--- src/shared/jtscan_map.svh ---
// Notes on behaviour
// 32-bit ident word: bit0 one, maker 1-11, part 12-27, version 28-31.
// one-stage pass register is the shortest serial path when selected.
// input cells only observe their pin and never drive it.
// output cells capture and drive their pin from the latched value.
// pin chain holds cells 1 to 77 with fixed input/output types.
// controller is a 16-state machine stepped by TMS on TCK rise.
// reset state disables test logic and loads the ident instruction.
// five TCK rises with TMS high reach reset state from anywhere.
// idle holds while TMS low, goes to select-DR on TMS high.
// select-DR goes to capture-DR on low, select-IR on high.
// capture-DR loads pin chain under extest or sample only.
// shift-DR moves selected register one stage toward TDO per rise.
// exit1-DR goes to update-DR on high, pause-DR on low.
// pause-DR holds contents while TMS low, exit2-DR on high.
// exit2-DR goes to update-DR on high, back to shift-DR on low.
// update-DR copies chain into latches on TCK fall, nowhere else.
// select-IR goes to capture-IR on low, reset state on high.
// capture-IR loads pattern 100 into instruction stages.
// shift-IR moves instruction stages toward TDO per rise.
// exit1-IR goes to update-IR on high, pause-IR on low.
// 3-bit instruction, LSB first; 000,001,010,011,111 codes.
// ident word leaves on TDO least significant bit first.
// pause-IR holds on low; exit2-IR to update-IR or shift-IR.
// update-IR latches new instruction on TCK fall.
// TDO changes on TCK fall and is driven only while shifting.
`ifndef JTSCAN_MAP_SVH
`define JTSCAN_MAP_SVH

`define JTSCAN_IR_W 3
`define JTSCAN_IR_EXTEST 3'h0
`define JTSCAN_IR_IDCODE 3'h1
`define JTSCAN_IR_SAMPLE 3'h2
`define JTSCAN_IR_CLAMP 3'h3
`define JTSCAN_IR_BYPASS 3'h7
`define JTSCAN_IR_CAPTURE 3'h4

`define JTSCAN_ID_W 32
`define JTSCAN_ID_FIXED_BIT 0
`define JTSCAN_ID_MAKER_LSB 1
`define JTSCAN_ID_MAKER_W 11
`define JTSCAN_ID_PART_LSB 12
`define JTSCAN_ID_PART_W 16
`define JTSCAN_ID_VER_LSB 28
`define JTSCAN_ID_VER_W 4

`define JTSCAN_CHAIN_LEN 77
// bit n-1 set where cell n is an output cell
`define JTSCAN_OUT_CELLS 77'h12555546008b7b16f606

`endif

--- src/shared/jtscan_pkg.sv ---
`default_nettype none
package jtscan_pkg;

  typedef enum logic [3:0] {
    ST_RESET,
    ST_IDLE,
    ST_SEL_DR,
    ST_CAP_DR,
    ST_SHIFT_DR,
    ST_EXIT1_DR,
    ST_PAUSE_DR,
    ST_EXIT2_DR,
    ST_UPD_DR,
    ST_SEL_IR,
    ST_CAP_IR,
    ST_SHIFT_IR,
    ST_EXIT1_IR,
    ST_PAUSE_IR,
    ST_EXIT2_IR,
    ST_UPD_IR
  } jtscan_state_t;

  typedef enum logic [1:0] {
    SEL_PASS,
    SEL_IDENT,
    SEL_CHAIN
  } jtscan_sel_t;

endpackage : jtscan_pkg
`default_nettype wire

--- src/rtl/jtscan_tap.sv ---
`include "jtscan_map.svh"
`default_nettype none
module jtscan_tap #(
  // arbitrary identity values
  parameter logic [`JTSCAN_ID_MAKER_W-1:0] MAKER_CODE = 11'h055,
  parameter logic [`JTSCAN_ID_PART_W-1:0] PART_CODE = 16'h1234,
  parameter logic [`JTSCAN_ID_VER_W-1:0] VERSION = 4'h1
) (
  // clock and reset
  input wire logic clock_i,
  input wire logic sys_rst_i,
  // test port pins
  input wire logic tck_i,
  input wire logic tms_i,
  input wire logic tdi_i,
  output logic tdo_o,
  output logic tdo_oe_o,
  // boundary side
  input wire logic [`JTSCAN_CHAIN_LEN-1:0] pin_obs_i,
  output logic [`JTSCAN_CHAIN_LEN-1:0] pin_drive_o,
  output logic test_mode_o,
  // status
  output logic [`JTSCAN_IR_W-1:0] instr_o
);

  // pin synchronisers
  logic [1:0] tck_s;
  logic [1:0] tms_s;
  logic [1:0] tdi_s;
  logic tck_d;
  // bits sync independently; the pins are unrelated levels
  logic [`JTSCAN_CHAIN_LEN-1:0] obs_s0;
  logic [`JTSCAN_CHAIN_LEN-1:0] obs_s1;

  always_ff @(posedge clock_i) begin
    if (sys_rst_i) begin
      tck_s <= 2'h0;
      tms_s <= 2'h3;
      tdi_s <= 2'h0;
      tck_d <= 1'b0;
    end else begin
      tck_s <= {tck_s[0], tck_i};
      tms_s <= {tms_s[0], tms_i};
      tdi_s <= {tdi_s[0], tdi_i};
      tck_d <= tck_s[1];
    end
  end

  always_ff @(posedge clock_i) begin
    if (sys_rst_i) begin
      obs_s0 <= '0;
      obs_s1 <= '0;
    end else begin
      obs_s0 <= pin_obs_i;
      obs_s1 <= obs_s0;
    end
  end

  wire tck_rise = tck_s[1] & ~tck_d;
  wire tck_fall = ~tck_s[1] & tck_d;
  wire tms = tms_s[1];
  wire tdi = tdi_s[1];

  jtscan_pkg::jtscan_state_t state;
  jtscan_pkg::jtscan_state_t next_state;

  always_comb begin
    next_state = state;
    case (state)
      jtscan_pkg::ST_RESET: begin
        if (!tms) begin
          next_state = jtscan_pkg::ST_IDLE;
        end
      end
      jtscan_pkg::ST_IDLE: begin
        if (tms) begin
          next_state = jtscan_pkg::ST_SEL_DR;
        end
      end
      jtscan_pkg::ST_SEL_DR: begin
        if (tms) begin
          next_state = jtscan_pkg::ST_SEL_IR;
        end else begin
          next_state = jtscan_pkg::ST_CAP_DR;
        end
      end
      jtscan_pkg::ST_CAP_DR: begin
        if (tms) begin
          next_state = jtscan_pkg::ST_EXIT1_DR;
        end else begin
          next_state = jtscan_pkg::ST_SHIFT_DR;
        end
      end
      jtscan_pkg::ST_SHIFT_DR: begin
        if (tms) begin
          next_state = jtscan_pkg::ST_EXIT1_DR;
        end
      end
      jtscan_pkg::ST_EXIT1_DR: begin
        if (tms) begin
          next_state = jtscan_pkg::ST_UPD_DR;
        end else begin
          next_state = jtscan_pkg::ST_PAUSE_DR;
        end
      end
      jtscan_pkg::ST_PAUSE_DR: begin
        if (tms) begin
          next_state = jtscan_pkg::ST_EXIT2_DR;
        end
      end
      jtscan_pkg::ST_EXIT2_DR: begin
        if (tms) begin
          next_state = jtscan_pkg::ST_UPD_DR;
        end else begin
          next_state = jtscan_pkg::ST_SHIFT_DR;
        end
      end
      jtscan_pkg::ST_UPD_DR: begin
        if (tms) begin
          next_state = jtscan_pkg::ST_SEL_DR;
        end else begin
          next_state = jtscan_pkg::ST_IDLE;
        end
      end
      jtscan_pkg::ST_SEL_IR: begin
        if (tms) begin
          next_state = jtscan_pkg::ST_RESET;
        end else begin
          next_state = jtscan_pkg::ST_CAP_IR;
        end
      end
      jtscan_pkg::ST_CAP_IR: begin
        if (tms) begin
          next_state = jtscan_pkg::ST_EXIT1_IR;
        end else begin
          next_state = jtscan_pkg::ST_SHIFT_IR;
        end
      end
      jtscan_pkg::ST_SHIFT_IR: begin
        if (tms) begin
          next_state = jtscan_pkg::ST_EXIT1_IR;
        end
      end
      jtscan_pkg::ST_EXIT1_IR: begin
        if (tms) begin
          next_state = jtscan_pkg::ST_UPD_IR;
        end else begin
          next_state = jtscan_pkg::ST_PAUSE_IR;
        end
      end
      jtscan_pkg::ST_PAUSE_IR: begin
        if (tms) begin
          next_state = jtscan_pkg::ST_EXIT2_IR;
        end
      end
      jtscan_pkg::ST_EXIT2_IR: begin
        if (tms) begin
          next_state = jtscan_pkg::ST_UPD_IR;
        end else begin
          next_state = jtscan_pkg::ST_SHIFT_IR;
        end
      end
      jtscan_pkg::ST_UPD_IR: begin
        if (tms) begin
          next_state = jtscan_pkg::ST_SEL_DR;
        end else begin
          next_state = jtscan_pkg::ST_IDLE;
        end
      end
      default: next_state = jtscan_pkg::ST_RESET;
    endcase
  end

  // one step per sampled TCK rise
  always_ff @(posedge clock_i) begin
    if (sys_rst_i) begin
      state <= jtscan_pkg::ST_RESET;
    end else if (tck_rise) begin
      state <= next_state;
    end
  end

  // data register choice from the current instruction
  function automatic jtscan_pkg::jtscan_sel_t dr_select(input logic [`JTSCAN_IR_W-1:0] code);
    if (code == `JTSCAN_IR_EXTEST || code == `JTSCAN_IR_SAMPLE) begin
      dr_select = jtscan_pkg::SEL_CHAIN;
    end else if (code == `JTSCAN_IR_IDCODE) begin
      dr_select = jtscan_pkg::SEL_IDENT;
    end else begin
      // bypass, clamp and unknown codes all take the short path
      dr_select = jtscan_pkg::SEL_PASS;
    end
  endfunction : dr_select

  logic [`JTSCAN_IR_W-1:0] ir_stage;
  logic [`JTSCAN_IR_W-1:0] ir_cur;

  wire jtscan_pkg::jtscan_sel_t sel = dr_select(ir_cur);
  wire in_cap_dr = (state == jtscan_pkg::ST_CAP_DR);
  wire in_shift_dr = (state == jtscan_pkg::ST_SHIFT_DR);
  wire in_shift_ir = (state == jtscan_pkg::ST_SHIFT_IR);
  wire chain_cap = tck_rise & in_cap_dr & (sel == jtscan_pkg::SEL_CHAIN);
  wire chain_shift = tck_rise & in_shift_dr & (sel == jtscan_pkg::SEL_CHAIN);
  wire chain_upd = tck_fall & (state == jtscan_pkg::ST_UPD_DR) & (sel == jtscan_pkg::SEL_CHAIN);
  wire clamp_or_ext = (ir_cur == `JTSCAN_IR_EXTEST) || (ir_cur == `JTSCAN_IR_CLAMP);

  wire in_reset = (state == jtscan_pkg::ST_RESET);
  wire ir_cap = tck_rise & (state == jtscan_pkg::ST_CAP_IR);
  wire ir_shift = tck_rise & in_shift_ir;
  wire ir_upd = tck_fall & (state == jtscan_pkg::ST_UPD_IR);

  // instruction shift stages
  always_ff @(posedge clock_i) begin
    if (sys_rst_i) begin
      ir_stage <= `JTSCAN_IR_CAPTURE;
    end else if (ir_cap) begin
      ir_stage <= `JTSCAN_IR_CAPTURE;
    end else if (ir_shift) begin
      ir_stage <= {tdi, ir_stage[`JTSCAN_IR_W-1:1]};
    end
  end

  // current instruction; the reset state wins over any update
  always_ff @(posedge clock_i) begin
    if (sys_rst_i) begin
      ir_cur <= `JTSCAN_IR_IDCODE;
    end else if (in_reset) begin
      ir_cur <= `JTSCAN_IR_IDCODE;
    end else if (ir_upd) begin
      ir_cur <= ir_stage;
    end
  end

  // ident and pass registers
  logic [`JTSCAN_ID_W-1:0] ident;
  logic pass_bit;
  wire [`JTSCAN_ID_W-1:0] ident_value = {VERSION, PART_CODE, MAKER_CODE, 1'b1};
  wire id_cap = tck_rise & in_cap_dr & (sel == jtscan_pkg::SEL_IDENT);
  wire id_shift = tck_rise & in_shift_dr & (sel == jtscan_pkg::SEL_IDENT);
  wire pass_cap = tck_rise & in_cap_dr & (sel == jtscan_pkg::SEL_PASS);
  wire pass_shift = tck_rise & in_shift_dr & (sel == jtscan_pkg::SEL_PASS);

  always_ff @(posedge clock_i) begin
    if (sys_rst_i) begin
      ident <= ident_value;
    end else if (id_cap) begin
      ident <= ident_value;
    end else if (id_shift) begin
      ident <= {tdi, ident[`JTSCAN_ID_W-1:1]};
    end
  end

  always_ff @(posedge clock_i) begin
    if (sys_rst_i) begin
      pass_bit <= 1'b0;
    end else if (pass_cap) begin
      pass_bit <= 1'b0;
    end else if (pass_shift) begin
      pass_bit <= tdi;
    end
  end

  logic chain_out;
  logic [`JTSCAN_CHAIN_LEN-1:0] chain_latch;

  jtscan_chain u_chain (
    .clock_i(clock_i),
    .sys_rst_i(sys_rst_i),
    .capture_i(chain_cap),
    .shift_i(chain_shift),
    .update_i(chain_upd),
    .tdi_i(tdi),
    .par_i(obs_s1),
    .latch_o(chain_latch),
    .sout_o(chain_out)
  );

  wire dr_out = (sel == jtscan_pkg::SEL_CHAIN) ? chain_out :
                (sel == jtscan_pkg::SEL_IDENT) ? ident[0] : pass_bit;
  wire next_tdo = in_shift_ir ? ir_stage[0] : dr_out;
  wire next_tdo_oe = in_shift_ir | in_shift_dr;

  // tdo moves on the fall so the tester can sample on the next rise
  always_ff @(posedge clock_i) begin
    if (sys_rst_i) begin
      tdo_o <= 1'b0;
      tdo_oe_o <= 1'b0;
    end else if (tck_fall) begin
      tdo_o <= next_tdo;
      tdo_oe_o <= next_tdo_oe;
    end
  end

  // drive side: test mode only under extest or clamp, never in reset state
  always_ff @(posedge clock_i) begin
    if (sys_rst_i) begin
      pin_drive_o <= '0;
      test_mode_o <= 1'b0;
      instr_o <= `JTSCAN_IR_IDCODE;
    end else begin
      pin_drive_o <= chain_latch;
      test_mode_o <= clamp_or_ext && state != jtscan_pkg::ST_RESET;
      instr_o <= ir_cur;
    end
  end

endmodule : jtscan_tap
`default_nettype wire

--- src/rtl/jtscan_chain.sv ---
`include "jtscan_map.svh"
`default_nettype none
module jtscan_chain (
  // clock and reset
  input wire logic clock_i,
  input wire logic sys_rst_i,
  // strobes from the controller, one cycle each
  input wire logic capture_i,
  input wire logic shift_i,
  input wire logic update_i,
  input wire logic tdi_i,
  // parallel side
  input wire logic [`JTSCAN_CHAIN_LEN-1:0] par_i,
  output logic [`JTSCAN_CHAIN_LEN-1:0] latch_o,
  output logic sout_o
);

  localparam logic [`JTSCAN_CHAIN_LEN-1:0] OUT_MASK = `JTSCAN_OUT_CELLS;

  logic [`JTSCAN_CHAIN_LEN-1:0] stage;
  logic [`JTSCAN_CHAIN_LEN:0] ser;

  assign ser[`JTSCAN_CHAIN_LEN] = tdi_i;
  assign sout_o = ser[0];

  genvar n;
  generate
    for (n = 0; n < `JTSCAN_CHAIN_LEN; n = n + 1) begin : g_cell
      assign ser[n] = stage[n];
      // every cell observes its pin or system value
      always_ff @(posedge clock_i) begin
        if (sys_rst_i) begin
          stage[n] <= 1'b0;
        end else if (capture_i) begin
          stage[n] <= par_i[n];
        end else if (shift_i) begin
          stage[n] <= ser[n+1];
        end
      end
      if (OUT_MASK[n]) begin : g_out
        always_ff @(posedge clock_i) begin
          if (sys_rst_i) begin
            latch_o[n] <= 1'b0;
          end else if (update_i) begin
            latch_o[n] <= stage[n];
          end
        end
      end else begin : g_in
        // input cells have no latch and so cannot drive
        assign latch_o[n] = 1'b0;
      end
    end
  endgenerate

endmodule : jtscan_chain
`default_nettype wire

--- config.mk ---
export PLATFORM = sky130hd
export DESIGN_NAME = jtscan_tap
export DESIGN_NICKNAME = d
export VERILOG_FILES = /design/src/shared/jtscan_pkg.sv /design/src/rtl/jtscan_tap.sv /design/src/rtl/jtscan_chain.sv
export VERILOG_INCLUDE_DIRS = /design/src /design/src/shared
export SDC_FILE = /design/constraint.sdc
export NUM_CORES = 1
export LEC_CHECK = 0
export ABC_AREA = 1
export ABC_CLOCK_PERIOD_IN_PS = 2300
export BUFFER_PORTS_ARGS = -buffer_cell sky130_fd_sc_hd__buf_2
export CORE_UTILIZATION = 58
export CTS_CLUSTER_SIZE = 25
export DETAILED_ROUTE_END_ITERATION = 12
export HOLD_SLACK_MARGIN = 0.08
export PLACE_DENSITY_LB_ADDON = 0.08
export SLEW_MARGIN = 20
export SYNTH_ARGS = -nofsm -noshare
export SYNTH_HDL_FRONTEND = slang
export SYNTH_HIERARCHICAL = 1
export SYNTH_SLANG_ARGS = --single-unit
--- constraint.sdc ---
create_clock -name clock_i -period 2.3 [get_ports clock_i]
set_input_delay 0.69 -clock clock_i [delete_from_list [all_inputs] [get_ports clock_i]]
set_output_delay 0.69 -clock clock_i [all_outputs]
set_load 0.02 [all_outputs]
==> impl_metrics.toml <==
[floorplanning]
die_h_um = 157.8
core-area_mm2 = 0.02361
initial_utilization_pct = 59.60
die_area_mm2 = 0.02489
fp.dieW_um = 157.8
num_rows = 56
pin_count = 165

[final_layout]
finalNetCount = 2042
antenna_cells = 0
area_delta_synth_final_pct = 14.85
drive_gt1_share_pct = 13.25

[sta]
rsz0062_at_grt = "false"
setup_viol = 0
tns_ps = 0
hold_viol = 0
period_minus_slack_ps = 2163
drv_slew = 0
hold_ws_ps = 362.7
layout_worst_path_cycle_share_pct = 94.03
worstMarginPinSlew_ps = 642.1
slew-limit-headroom_pct = 57.10
fin_skew_ps = 13.28
fmax_mhz = 462.4

[worst_setup_path]
arrival_ps = 2610
worstPathMaxFanout = 77
setup.worst_path.end_class = "register"
critical_path_class = "register to register"
required_ps = 2750
start_kind = "register"

[cts]
clockBufferDepth = 3
numCtsBuffers = 40
clkSinkCount = 398
hold_buffers = 0
cts_tree = "built"
root_buffer = "clkbuf_16"
clk_pin_slew_worst_paths_ps = 60
cts_max_level = 2
clock_latency_ps = 510

[detailed_routing]
drc = 0
route.met2.wl_mm = 12.67
vias = 10690
wl_met1_mm = 11.93
drt_iter0_markers = 640
wl_per_cell_um = 11.69
wl_mm = 26.94
firstDrtPassIters = 5
met3_length_mm = 1.637
drtAntennaViolNets = 0
via_per_inst = 4.641
maxUsedRoutingLayer = "met4"

[placed_design]
globalplace.congestion = 0.8097
place_hpwl_mm = 15.60
port_buffers = 164

[grt]
grt_usage_pct = 21.63
antenna_found_initial = 0
grt-ovfl-total = 0
grt_pass1_wl_mm = 43.57
grt_pass1_vias = 9614
grt_max_degree = 78

[power_and_ir_drop]
power-per-cell-area_mw_per_mm2 = 852.5
peakVddDrop_mv = 0.5994
power_mw = 13.78
p_leak_nw = 8.226

[yosys]
ys_seq_area_share_pct = 56.62
yosysTopAreaCellShare_pct = 56.62
yosysTopAreaCell = "dfxtp_1"
synth_cell_types = 27
netlist_area_mm2 = 0.01407
yosysWarnings = 6
netlist_instances = 1821
synth_area_leaders = "dfxtp_1 57%, inv_1 9.1%, nand2_1 8.9%"
ys_ff_latch = 398
avgSynthCellArea_um2 = 7.728

[flow_run]
cap_viol_max_count = 0

[worst_hold_path]
worstHoldPathType = "input port to register"

[outcome]
outcome = "finished clean"
critical path, stage by stage, from the launching register on:
cell,delay [ps]
dfxtp_1,370
nor2_1,250
nand2_2,130
inv_2,80
nand2_4,80
nor2_4,350
buf_12,370
nand3_1,180
nand3_1,140
nand2_1,50
inv_1,50
kinds of logic after synthesis:
group                  after synthesis  synth area share [%]
other                                1               0.02665
DFF                                398                 56.62
and+or+nand+nor                    852                 24.78
AOI/OAI and AO/OA                   91                 3.352
buffers and inverters              479                 15.22
synthesized netlist by cell type:
library cell and instances:
buf_1 5, buf_4 49, clkbuf_1 36, o21ai_0 51, nand2_2 2, inv_1 341, inv_2 5, o21ai_2 2
buf_6 17, nand3_1 176, inv_4 1, a21oi_1 35, nor2_1 328, dfxtp_1 398, nor2_4 1, nor2_8 2
a21oi_2 1, buf_2 24, or2_2 2, nand3b_1 1, conb_1 1, nor2_2 2, clkinv_1 1, nand2_1 335
nor3_1 2, nand2_4 1, o211ai_1 2
metal layers:
| metal | vias to the layer above | GRT usage (%) |
|---|---|---|
| met3 | 50 | 4.270 |
| met1 | 4818 | 26.38 |
| met2 | 282 | 37.65 |
| met4 | 0 | 7.906 |
| met5 | - | 0 |
| li1 | 5542 | - |
power breakdown:
group / switching [mW] / leakage, nW / internal (mW)
clock network: 2.47 / 0.621 / 3.74
registers: 0.0458 / 3.25 / 7.07
logic: 0.294 / 4.35 / 0.164
per-stage QoR:
step | std cells | instance area (um2) | setup slack, ps | utilization, %
3_3_place_gp | 2230 | 14810 | 96.65 | 62.72
2_1_floorplan | 1863 | 14230 | 375.1 | -
6_report | 2304 | 16160 | 137.3 | 68.45
5_1_grt | 2304 | 16160 | 13.88 | 68.45
4_1_cts | 2298 | 16090 | 43.54 | 68.12
3_5_place_dp | 2230 | 14810 | 33.03 | 62.72
area by class of cell:
cell class | instances | area (um2)
clock buffer | 61 | 1181
clock inverter | 6 | 80.08
fill | 2049 | 7451
inverter | 348 | 1313
multi-input combinational | 989 | 4174
sequential | 398 | 7968
tap | 319 | 399.1
timing repair buffer | 183 | 1047
path summary, 6_finish.rpt:
path              slack (ps)       start  cells past startpoint        endpoint
setup / recovery         140    state[1]                     10  u_chain/sout_o
hold / removal           360       tms_i                      2        tms_s[0]
setup reg to reg         140    state[1]                     10  u_chain/sout_o
hold reg to reg          390  obs_s0[55]                      2      obs_s1[55]
sequential cells by signal, indices dropped and copies added, names as in the netlist:
| register | count |
|---|---|
| state | 4 |
| tdi_s | 2 |
| ir_stage | 3 |
| ir_cur | 3 |
| u_chain/latch_o | 34 |
| pass_bit | 1 |
| tdo_o | 1 |
| obs_s0 | 77 |
| tms_s | 2 |
| instr_o | 3 |
| ident | 32 |
| pin_drive_o | 77 |
| u_chain/sout_o | 1 |
| test_mode_o | 1 |
| obs_s1 | 77 |
| tck_s | 2 |
| u_chain/ser | 76 |
| tdo_oe_o | 1 |
| tck_d | 1 |
what timing repair did:
item                                    CTS  global route
buffers inserted                          0             4
pin swaps                                 1             3
cloned                                    1             2
endpoints found under the setup margin    3            77
resized for setup                         1             5
cells in the final DEF, fill, tap and decap left out, types with 6 or more instances in the layout:
| master | n |
|---|---|
| buf_2 | 163 |
| nor2_1 | 326 |
| inv_1 | 341 |
| conb_1 | 43 |
| clkbuf_8 | 9 |
| nand3_1 | 176 |
| clkbuf_16 | 41 |
| o21ai_0 | 51 |
| nand2_1 | 335 |
| buf_4 | 13 |
| buf_12 | 6 |
| a21oi_1 | 35 |
| nor2_4 | 6 |
| dfxtp_1 | 398 |
| clkbuf_1 | 12 |
Power figures use the tool's default switching activity.
